File: config.mk
export PLATFORM = sky130hd
export DESIGN_NAME = ecp_preload
export DESIGN_NICKNAME = d
export VERILOG_FILES = /design/src/ecp_pkg.sv /design/src/ecp_preload.sv /design/src/ecp_word_fetch.sv
export SDC_FILE = /design/constraint.sdc
export NUM_CORES = 1
export LEC_CHECK = 0
export BUFFER_PORTS_ARGS = -buffer_cell sky130_fd_sc_hd__buf_4
export CAP_MARGIN = 20
export CORE_ASPECT_RATIO = 0.75
export CORE_MARGIN = 1
export CORE_UTILIZATION = 50
export CTS_CLUSTER_DIAMETER = 100
export DETAILED_ROUTE_END_ITERATION = 8
export PLACE_DENSITY = 0.76
export SLEW_MARGIN = 30
export SYNTH_ARGS = -nofsm -noshare
export SYNTH_HDL_FRONTEND = slang
export SYNTH_SLANG_ARGS = --single-unit
File: constraint.sdc
create_clock -name clk -period 12.51 [get_ports clk]
set_clock_uncertainty 0.1 [all_clocks]
set_input_delay 3.1275 -clock clk [delete_from_list [all_inputs] [get_ports clk]]
set_output_delay 3.1275 -clock clk [all_outputs]
set_load 0.02 [all_outputs]
File: src/ecp_pkg.sv
// constants, field layouts and carrier types of the configuration preloader
package ecp_pkg;

  // ----------------------------------------------------------------
  // sizes
  // ----------------------------------------------------------------
  localparam int NUM_PORTS = 4;
  localparam int NUM_STEPS = 7;
  localparam int STEP_W = 3;
  localparam int ROM_AW = 8;
  localparam int WORD_W = 16;

  // ----------------------------------------------------------------
  // eeprom word addresses, index of each word in the load sequence
  // ----------------------------------------------------------------
  localparam logic [STEP_W-1:0] STEP_SIG = 3'h0;
  localparam logic [STEP_W-1:0] STEP_VID = 3'h1;
  localparam logic [STEP_W-1:0] STEP_DID = 3'h2;
  localparam logic [STEP_W-1:0] STEP_W06 = 3'h3;
  localparam logic [STEP_W-1:0] STEP_SVID = 3'h4;
  localparam logic [STEP_W-1:0] STEP_SID = 3'h5;
  localparam logic [STEP_W-1:0] STEP_W0C = 3'h6;
  localparam logic [STEP_W-1:0] STEP_LAST = 3'h6;

  // ----------------------------------------------------------------
  // reset values of the loaded words
  // ----------------------------------------------------------------
  localparam logic [WORD_W-1:0] DEF_W06 = 16'h0806;
  localparam logic [WORD_W-1:0] DEF_W0C = 16'h001d;
  localparam logic [WORD_W-1:0] DEF_SUBVID = 16'h0000;
  localparam logic [WORD_W-1:0] DEF_SUBID = 16'h0000;

  // ----------------------------------------------------------------
  // field positions inside word 06h
  // ----------------------------------------------------------------
  localparam int W06_EXTVC = 0;
  localparam int W06_L0S = 1;
  localparam int W06_L1 = 4;
  localparam int W06_NOEGR = 8;
  localparam int W06_NOTAG = 9;
  localparam int W06_SAF = 10;
  localparam int W06_CUT = 11;
  localparam int W06_ARB = 13;
  localparam int W06_CRED = 14;
  localparam int W06_INTA = 15;

  // ----------------------------------------------------------------
  // field positions inside word 0Ch
  // ----------------------------------------------------------------
  localparam int W0C_MPS = 0;
  localparam int W0C_ASPM = 2;
  localparam int W0C_RBER = 4;
  localparam int W0C_MSIDIS = 5;
  localparam int W0C_CPDIS = 6;
  localparam int W0C_PMDIS = 7;
  localparam int W0C_PPNP = 8;
  localparam int W0C_LBN = 9;

  // ----------------------------------------------------------------
  // apb register map (byte addresses) and bits
  // ----------------------------------------------------------------
  localparam logic [7:0] REG_CTRL = 8'h00;
  localparam logic [7:0] REG_STATUS = 8'h04;
  localparam logic [7:0] REG_IDS = 8'h08;
  localparam logic [7:0] REG_SUBIDS = 8'h0c;
  localparam logic [7:0] REG_W06 = 8'h10;
  localparam logic [7:0] REG_W0C = 8'h14;
  localparam int CTRL_RELOAD = 0;
  localparam int STAT_BUSY = 0;
  localparam int STAT_DONE = 1;
  localparam int STAT_MATCH = 2;
  localparam int STAT_BAD = 3;

  // ----------------------------------------------------------------
  // per-port configuration fields driven into the switch core
  // ----------------------------------------------------------------
  typedef struct packed {
    logic extVcCount;
    logic [2:0] l0sExitLat;
    logic [2:0] l1ExitLat;
    logic [1:0] aspmSupport;
    logic linkBwNotif;
    logic noEgressOrder;
    logic noTagOrder;
    logic storeForward;
    logic [1:0] cutThruThresh;
    logic arbMode;
    logic creditMode;
    logic complParityDis;
    logic msiCapDis;
    logic pmCapDis;
    logic intaPin;
    logic [1:0] maxPayload;
    logic roleErrReport;
    logic postPassNp;
  } ecpCfgPort_type;

  typedef struct packed {
    logic [WORD_W-1:0] vendorId;
    logic [WORD_W-1:0] deviceId;
    logic [WORD_W-1:0] subVendorId;
    logic [WORD_W-1:0] subsystemId;
  } ecpIds_type;

endpackage

File: src/ecp_preload.sv
// eeprom configuration preloader: word sequencer, field mapping, apb registers
//
// Design decisions made here: the APB interface to the registers and the address map.
`timescale 1ns/1ps
module ecp_preload #(
  // arbitrary neutral values
  parameter logic [15:0] SIGNATURE = 16'ha55a,
  parameter logic [15:0] DEF_VENDOR = 16'h1234,
  parameter logic [15:0] DEF_DEVICE = 16'h5678
) (
  input wire logic clk,
  input wire logic sys_rst,
  input wire logic psel,
  input wire logic penable,
  input wire logic pwrite,
  input wire logic [7:0] paddr,
  input wire logic [31:0] pwdata,
  output logic [31:0] prdata,
  output logic pready,
  output logic pslverr,
  output logic wordReq,
  output logic [ecp_pkg::ROM_AW-1:0] wordAddr,
  input wire logic [ecp_pkg::WORD_W-1:0] wordData,
  input wire logic wordAck,
  output ecp_pkg::ecpIds_type ids,
  output ecp_pkg::ecpCfgPort_type [ecp_pkg::NUM_PORTS-1:0] cfgPort,
  output logic loadBusy,
  output logic loadDone,
  output logic sigMismatch
);

  typedef enum logic [1:0] {ST_ISSUE, ST_WAIT, ST_IDLE} ecpState_type;

  // ----------------------------------------------------------------
  // decoding helpers
  // ----------------------------------------------------------------
  function automatic logic [ecp_pkg::ROM_AW-1:0] stepAddr(
    input logic [ecp_pkg::STEP_W-1:0] s
  );
    // word n of the sequence sits at byte address 2n
    stepAddr = {4'h0, s, 1'b0};
  endfunction

  function automatic logic isMapped(input logic [7:0] a);
    isMapped = (a == ecp_pkg::REG_CTRL) || (a == ecp_pkg::REG_STATUS) ||
               (a == ecp_pkg::REG_IDS) || (a == ecp_pkg::REG_SUBIDS) ||
               (a == ecp_pkg::REG_W06) || (a == ecp_pkg::REG_W0C);
  endfunction

  function automatic ecp_pkg::ecpCfgPort_type mapPort(
    input int p,
    input logic [15:0] w06,
    input logic [15:0] w0c
  );
    ecp_pkg::ecpCfgPort_type c;
    c = '0;
    c.extVcCount = w06[ecp_pkg::W06_EXTVC];
    c.l0sExitLat = w06[ecp_pkg::W06_L0S +: 3];
    c.l1ExitLat = w06[ecp_pkg::W06_L1 +: 3];
    c.noEgressOrder = w06[ecp_pkg::W06_NOEGR];
    c.noTagOrder = w06[ecp_pkg::W06_NOTAG];
    c.storeForward = w06[ecp_pkg::W06_SAF];
    c.cutThruThresh = w06[ecp_pkg::W06_CUT +: 2];
    c.arbMode = w06[ecp_pkg::W06_ARB];
    c.creditMode = w06[ecp_pkg::W06_CRED];
    // the upstream port has no interrupt pin and no bandwidth notification
    c.intaPin = (p != 0) && w06[ecp_pkg::W06_INTA];
    c.maxPayload = w0c[ecp_pkg::W0C_MPS +: 2];
    c.aspmSupport = w0c[ecp_pkg::W0C_ASPM +: 2];
    c.roleErrReport = w0c[ecp_pkg::W0C_RBER];
    c.msiCapDis = w0c[ecp_pkg::W0C_MSIDIS];
    c.complParityDis = w0c[ecp_pkg::W0C_CPDIS];
    c.pmCapDis = w0c[ecp_pkg::W0C_PMDIS];
    c.postPassNp = w0c[ecp_pkg::W0C_PPNP];
    c.linkBwNotif = (p != 0) && w0c[ecp_pkg::W0C_LBN];
    mapPort = c;
  endfunction

  // ----------------------------------------------------------------
  // word fetch
  // ----------------------------------------------------------------
  logic fetchStart;
  logic fetchDone;
  logic [ecp_pkg::WORD_W-1:0] fetchData;
  ecpState_type state;
  ecpState_type next_state;
  logic [ecp_pkg::STEP_W-1:0] step;
  logic [ecp_pkg::STEP_W-1:0] next_step;

  // the fetch holds wordReq and wordAddr on its own until the acknowledge edge
  assign fetchStart = (state == ST_ISSUE);

  ecp_word_fetch u_fetch (
    .clk(clk),
    .sys_rst(sys_rst),
    .start(fetchStart),
    .addr(stepAddr(step)),
    .done(fetchDone),
    .data(fetchData),
    .wordReq(wordReq),
    .wordAddr(wordAddr),
    .wordData(wordData),
    .wordAck(wordAck)
  );

  // ----------------------------------------------------------------
  // sequencer
  // ----------------------------------------------------------------
  logic [ecp_pkg::WORD_W-1:0] wordBuf [ecp_pkg::NUM_STEPS];
  logic [ecp_pkg::WORD_W-1:0] next_wordBuf [ecp_pkg::NUM_STEPS];
  logic reloadReq;
  logic commitLoad;
  logic commitDefault;

  // a word costs an issue cycle, the wait for its acknowledge and one cycle
  // to see the registered done, so the next request rises three cycles after the acknowledge
  always_comb begin
    next_state = state;
    next_step = step;
    next_wordBuf = wordBuf;
    commitLoad = 1'b0;
    commitDefault = 1'b0;
    unique case (state)
      ST_ISSUE: begin
        next_state = ST_WAIT;
      end
      ST_WAIT: begin
        if (fetchDone) begin
          next_wordBuf[step] = fetchData;
          if (step == ecp_pkg::STEP_SIG && fetchData != SIGNATURE) begin
            // no valid image: stop early and fall back to defaults
            commitDefault = 1'b1;
            next_state = ST_IDLE;
          end else if (step == ecp_pkg::STEP_LAST) begin
            // everything is applied at once, never a half-loaded image
            commitLoad = 1'b1;
            next_state = ST_IDLE;
          end else begin
            next_step = step + 3'h1;
            next_state = ST_ISSUE;
          end
        end
      end
      ST_IDLE: begin
        // a reload while a load runs is ignored
        if (reloadReq) begin
          next_step = ecp_pkg::STEP_SIG;
          next_state = ST_ISSUE;
        end
      end
      default: begin
        // an illegal code parks the sequencer; a reload restarts it
        next_state = ST_IDLE;
      end
    endcase
  end

  always_ff @(posedge clk or posedge sys_rst) begin
    if (sys_rst) begin
      state <= ST_ISSUE;
      step <= 3'h0;
      for (int i = 0; i < ecp_pkg::NUM_STEPS; i++) begin
        wordBuf[i] <= 16'h0000;
      end
    end else begin
      state <= next_state;
      step <= next_step;
      wordBuf <= next_wordBuf;
    end
  end

  // ----------------------------------------------------------------
  // live words and status
  // ----------------------------------------------------------------
  logic [15:0] w06Live;
  logic [15:0] w0cLive;
  logic [15:0] next_w06Live;
  logic [15:0] next_w0cLive;
  ecp_pkg::ecpIds_type next_ids;
  logic next_loadBusy;
  logic next_loadDone;
  logic next_sigMismatch;

  // a mismatch also wipes an earlier good image, never a stale mix
  always_comb begin
    next_w06Live = w06Live;
    next_w0cLive = w0cLive;
    next_ids = ids;
    next_loadDone = loadDone;
    next_sigMismatch = sigMismatch;
    next_loadBusy = (next_state != ST_IDLE);
    if (state == ST_IDLE && reloadReq) begin
      next_loadDone = 1'b0;
      next_sigMismatch = 1'b0;
    end
    if (commitLoad) begin
      next_w06Live = wordBuf[ecp_pkg::STEP_W06];
      next_w0cLive = fetchData;
      next_ids.vendorId = wordBuf[ecp_pkg::STEP_VID];
      next_ids.deviceId = wordBuf[ecp_pkg::STEP_DID];
      next_ids.subVendorId = wordBuf[ecp_pkg::STEP_SVID];
      next_ids.subsystemId = wordBuf[ecp_pkg::STEP_SID];
      next_loadDone = 1'b1;
    end else if (commitDefault) begin
      next_w06Live = ecp_pkg::DEF_W06;
      next_w0cLive = ecp_pkg::DEF_W0C;
      next_ids.vendorId = DEF_VENDOR;
      next_ids.deviceId = DEF_DEVICE;
      next_ids.subVendorId = ecp_pkg::DEF_SUBVID;
      next_ids.subsystemId = ecp_pkg::DEF_SUBID;
      next_loadDone = 1'b1;
      next_sigMismatch = 1'b1;
    end
  end

  always_ff @(posedge clk or posedge sys_rst) begin
    if (sys_rst) begin
      w06Live <= ecp_pkg::DEF_W06;
      w0cLive <= ecp_pkg::DEF_W0C;
      ids.vendorId <= DEF_VENDOR;
      ids.deviceId <= DEF_DEVICE;
      ids.subVendorId <= ecp_pkg::DEF_SUBVID;
      ids.subsystemId <= ecp_pkg::DEF_SUBID;
      loadBusy <= 1'b1;
      loadDone <= 1'b0;
      sigMismatch <= 1'b0;
    end else begin
      w06Live <= next_w06Live;
      w0cLive <= next_w0cLive;
      ids <= next_ids;
      loadBusy <= next_loadBusy;
      loadDone <= next_loadDone;
      sigMismatch <= next_sigMismatch;
    end
  end

  // ----------------------------------------------------------------
  // per-port field registers
  // ----------------------------------------------------------------
  // fields follow the live words, so they change in the same cycle as loadDone
  for (genvar p = 0; p < ecp_pkg::NUM_PORTS; p++) begin : g_port
    // reset image of the port: the mapping of the default words, a constant
    localparam ecp_pkg::ecpCfgPort_type RST_CFG =
      mapPort(p, ecp_pkg::DEF_W06, ecp_pkg::DEF_W0C);
    ecp_pkg::ecpCfgPort_type next_cfg;

    always_comb begin
      next_cfg = mapPort(p, next_w06Live, next_w0cLive);
    end

    always_ff @(posedge clk or posedge sys_rst) begin
      if (sys_rst) begin
        cfgPort[p] <= RST_CFG;
      end else begin
        cfgPort[p] <= next_cfg;
      end
    end
  end

  // ----------------------------------------------------------------
  // apb slave
  // ----------------------------------------------------------------
  logic access;
  logic writeHit;
  logic next_pready;
  logic next_pslverr;
  logic [31:0] next_prdata;

  // one wait state: pready rises in the second access cycle
  assign access = psel && penable;
  // writes to read-only registers are dropped without an error
  assign writeHit = access && pready && pwrite && !pslverr;
  assign reloadReq = writeHit && (paddr == ecp_pkg::REG_CTRL) &&
                     pwdata[ecp_pkg::CTRL_RELOAD];

  always_comb begin
    next_pready = access && !pready;
    next_pslverr = 1'b0;
    next_prdata = 32'h00000000;
    if (access && !pready) begin
      next_pslverr = !isMapped(paddr);
      if (!pwrite) begin
        unique case (paddr)
          ecp_pkg::REG_CTRL: begin
            // reload is a strobe and always reads back as zero
            next_prdata = 32'h00000000;
          end
          ecp_pkg::REG_STATUS: begin
            next_prdata[ecp_pkg::STAT_BUSY] = loadBusy;
            next_prdata[ecp_pkg::STAT_DONE] = loadDone;
            next_prdata[ecp_pkg::STAT_MATCH] = loadDone && !sigMismatch;
            next_prdata[ecp_pkg::STAT_BAD] = sigMismatch;
          end
          ecp_pkg::REG_IDS: begin
            next_prdata = {ids.deviceId, ids.vendorId};
          end
          ecp_pkg::REG_SUBIDS: begin
            next_prdata = {ids.subsystemId, ids.subVendorId};
          end
          ecp_pkg::REG_W06: begin
            next_prdata = {16'h0000, w06Live};
          end
          ecp_pkg::REG_W0C: begin
            next_prdata = {16'h0000, w0cLive};
          end
          default: begin
            next_prdata = 32'h00000000;
          end
        endcase
      end
    end
  end

  always_ff @(posedge clk or posedge sys_rst) begin
    if (sys_rst) begin
      pready <= 1'b0;
      pslverr <= 1'b0;
      prdata <= 32'h00000000;
    end else begin
      pready <= next_pready;
      pslverr <= next_pslverr;
      prdata <= next_prdata;
    end
  end

endmodule

File: src/ecp_word_fetch.sv
// one-word request/answer handshake towards the eeprom word reader
`timescale 1ns/1ps
module ecp_word_fetch (
  input wire logic clk,
  input wire logic sys_rst,
  input wire logic start,
  input wire logic [ecp_pkg::ROM_AW-1:0] addr,
  output logic done,
  output logic [ecp_pkg::WORD_W-1:0] data,
  output logic wordReq,
  output logic [ecp_pkg::ROM_AW-1:0] wordAddr,
  input wire logic [ecp_pkg::WORD_W-1:0] wordData,
  input wire logic wordAck
);

  logic next_done;
  logic [ecp_pkg::WORD_W-1:0] next_data;
  logic next_wordReq;
  logic [ecp_pkg::ROM_AW-1:0] next_wordAddr;

  // ----------------------------------------------------------------
  // request held until acknowledged
  // ----------------------------------------------------------------
  always_comb begin
    next_done = 1'b0;
    next_data = data;
    next_wordReq = wordReq;
    next_wordAddr = wordAddr;
    if (wordReq && wordAck) begin
      next_wordReq = 1'b0;
      next_data = wordData;
      next_done = 1'b1;
    end else if (!wordReq && start) begin
      next_wordReq = 1'b1;
      next_wordAddr = addr;
    end
  end

  always_ff @(posedge clk or posedge sys_rst) begin
    if (sys_rst) begin
      done <= 1'b0;
      data <= 16'h0000;
      wordReq <= 1'b0;
      wordAddr <= 8'h00;
    end else begin
      done <= next_done;
      data <= next_data;
      wordReq <= next_wordReq;
      wordAddr <= next_wordAddr;
    end
  end

endmodule
==> metrics.yaml <==
drtIter0Drc: 745
async_reset_ff_share_pct: 100
globalplace.congestion: 0.827
crit_type: "in -> reg"
setup_viol: 0
vias: 7794
root_buffer: "clkbuf_16"
startpoint_type: "primary input"
drv_slew: 0
drive_gt1_share_pct: 37.6
crit_fanout: 19
dp_cells: 1341
hpwl_mm: 18.2
max_freq_mhz: 197
pre_cts_slack_ps: 7000
dieWidth_um: 170
postSynthAreaPerCell_um2: 10.9
worst_setup_path_end_kind: "flip-flop"
synthAdderAreaFrac_pct: 0.355
synth_xor_area_share_pct: 0
synth_top_family_by_area: "simple AND/OR/NAND/NOR gates"
power_frac_comb_pct: 15.7
fin_tns_setup_ps: 0
p_int_mw: 1.40
syn_area_mm2: 0.0106
synth-main-ff-cell: "dfrtp_1"
fin_cells: 1382
critPathRequiredTime_ps: 12820
finalNetCount: 1151
final_area_mm2: 0.0126
cts_resized: 0
path_clk_slew_ps: 60
finalCriticalPeriod_ps: 5070
synth_compound_area_share_pct: 10.3
clk_latency_ps: 510
synth.distinct_cells: 51
fp.dieH_um: 128
grt_max_degree: 153
arrival_ps: 5380
detailed_place.area_mm2: 0.0118
synth_mux_area_share_pct: 11.1
grt_use_total_pct: 25.8
antenna_found_initial: 0
ir_drop_v: 0.000169
hold_path_class: "reg -> reg"
diodes: 0
synthCells: 974
drc: 0
power.density_mw_per_mm2: 159
firstDrtPassIters: 5
initial_utilization_pct: 51.6
grt_pass1_vias: 7248
wire_per_inst_um: 20.3
setup_ws_ps: 7440
final_cell_mix: "241 x buf_4, 218 x dfrtp_1, 175 x nand2_1"
yosys.area_share.simple_pct: 11.3
p_sw_share_pct: 30.2
p_switching_mw: 0.605
worst_pin_slew_ps: 975
cts_made_buffers: 23
final_common_cell: "buf_4"
cts_sinks: 239
dieArea_mm2: 0.0217
r2r_slack_ps: 9840
htreeDepth: 1
cap_violations: 0
globalRouteOverflowTotal: 0
power_leakage_nw: 6.08
rsz0062_at_grt: "false"
num_rows: 45
relSlewSlack_pct: 34.9
synth_edf_count: 0
fill_cells: 1702
numPortBuffers: 233
finalPower_mw: 2.01
hold_buffers: 0
cts_buffer_depth: 3
ys_seq_elements: 239
core_area_mm2: 0.0205
avgViaCountPerCell: 5.64
cts_setup_buffers: 0
area_growth_pct: 19.2
final_hold_viol_count: 0
synth_seq_area_share_pct: 56.8
pwr-share-seq_pct: 50.3
cts_tree: "yes"
detail-route-antenna-nets: 0
post-route-period-util_pct: 40.5
ios: 272
grt_pass1_wl_mm: 43.0
outcome: "finished, final reports clean"
power_frac_clock_pct: 34.0
drt-total-wl_mm: 28.0
yosys_warnings: 0
==> cells by family (layout without fill, tap and decap cells) <==
logic type               Yosys count  in the layout
AND/OR/NAND/NOR                  276            276
flip-flops                       239            239
AO/OA/AOI/OAI                    176            176
buffers and inverters            174            294
multiplexers                     105            105
adder cells (fa/ha/maj)            3              3
other                              1              7
==> metrics by stage <==
step / utilization [%] / hold WS, ps
2_1_floorplan: - / 338
3_3_place_gp: 57.6 / 353
3_5_place_dp: 57.8 / 363
4_1_cts: 61.4 / 378
5_1_grt: 61.5 / 390
6_report: 61.5 / 375
==> cells in the mapped netlist (all sizes together), types with 2 or more instances <==
cell     count  area [µm²]
dfrtp      218        5460
nand2      175         657
buf        116         845
mux2       101        1140
o21ai       80         400
nor2        59         221
clkbuf      50         188
a21oi       28         140
a22oi       28         210
dfstp       21         552
a2111oi     12         105
a22o        12         105
inv          7        26.3
nand3b       5        37.5
nand4        5        31.3
or3          5        31.3
mux2i        4        40.0
a21o         3        22.5
ha           3        37.5
nand3        3        15.0
nor3         3        15.0
nor3b        3        22.5
nor4bb       3        30.0
a211o        2        17.5
a211oi       2        15.0
and2         2        12.5
nor2b        2        12.5
nor4b        2        23.8
o31ai        2        15.0
or4          2        22.5
==> critical path: stages <==
cell	delay [ps]
buf_4	110
or4_4	580
or2_1	520
or3_1	770
nor2_1	260
==> routing by layer <==
| metal | GRT usage (%) | wire length, µm | up-vias |
|---|---|---|---|
| li1 | - | - | 3440 |
| met1 | 39.0 | 12400 | 3915 |
| met2 | 39.1 | 12600 | 389 |
| met3 | 3.89 | 2340 | 50 |
| met4 | 6.73 | 632 | 0 |
| met5 | 0 | 0 | - |
==> final cells by class <==
type | count | area, µm² | area share (%)
sequential | 239 | 6010 | 47.7
multi-input combinational | 567 | 3590 | 28.5
timing repair buffer | 247 | 1880 | 14.9
clock buffer | 36 | 694 | 5.51
tap | 282 | 353 | 2.80
clock inverter | 3 | 42.5 | 0.337
inverter | 8 | 42.5 | 0.337
==> path summary, 6_finish.rpt <==
check	from	to	cells after the start
max	paddr[0]	prdata[16]	5
min	wordBuf[28]	ids[12]	2
max reg2reg	step[0]	ids[59]	7
min reg2reg	wordBuf[28]	ids[12]	2
max in group asynchronous	sys_rst	prdata[15]	3
min in group asynchronous	sys_rst	u_fetch.data[4]	2
==> power by group through the flow <==
stage | registers (mW) | logic, mW | clock network [mW]
floorplan | 0.968 | 0.217 | 0
global placement | 1.02 | 0.311 | 0
detailed placement | 1.02 | 0.317 | 0
CTS | 1.01 | 0.318 | 0.691
global route | 1.02 | 0.339 | 0.723
finish | 1.01 | 0.316 | 0.682
==> flip-flops by register name, summed over array words and instances (netlist names) <==
name and flops:
u_fetch.wordAddr 3, prdata 32, cfgPort 7, u_fetch.done 1, state 2, u_fetch.wordReq 1, w0cLive 14, ids 64
pslverr 1, w06Live 11, sigMismatch 1, loadBusy 1, wordBuf 80, step 3, loadDone 1, u_fetch.data 16
pready 1
Note: power is estimated with default switching activity, not from simulation.
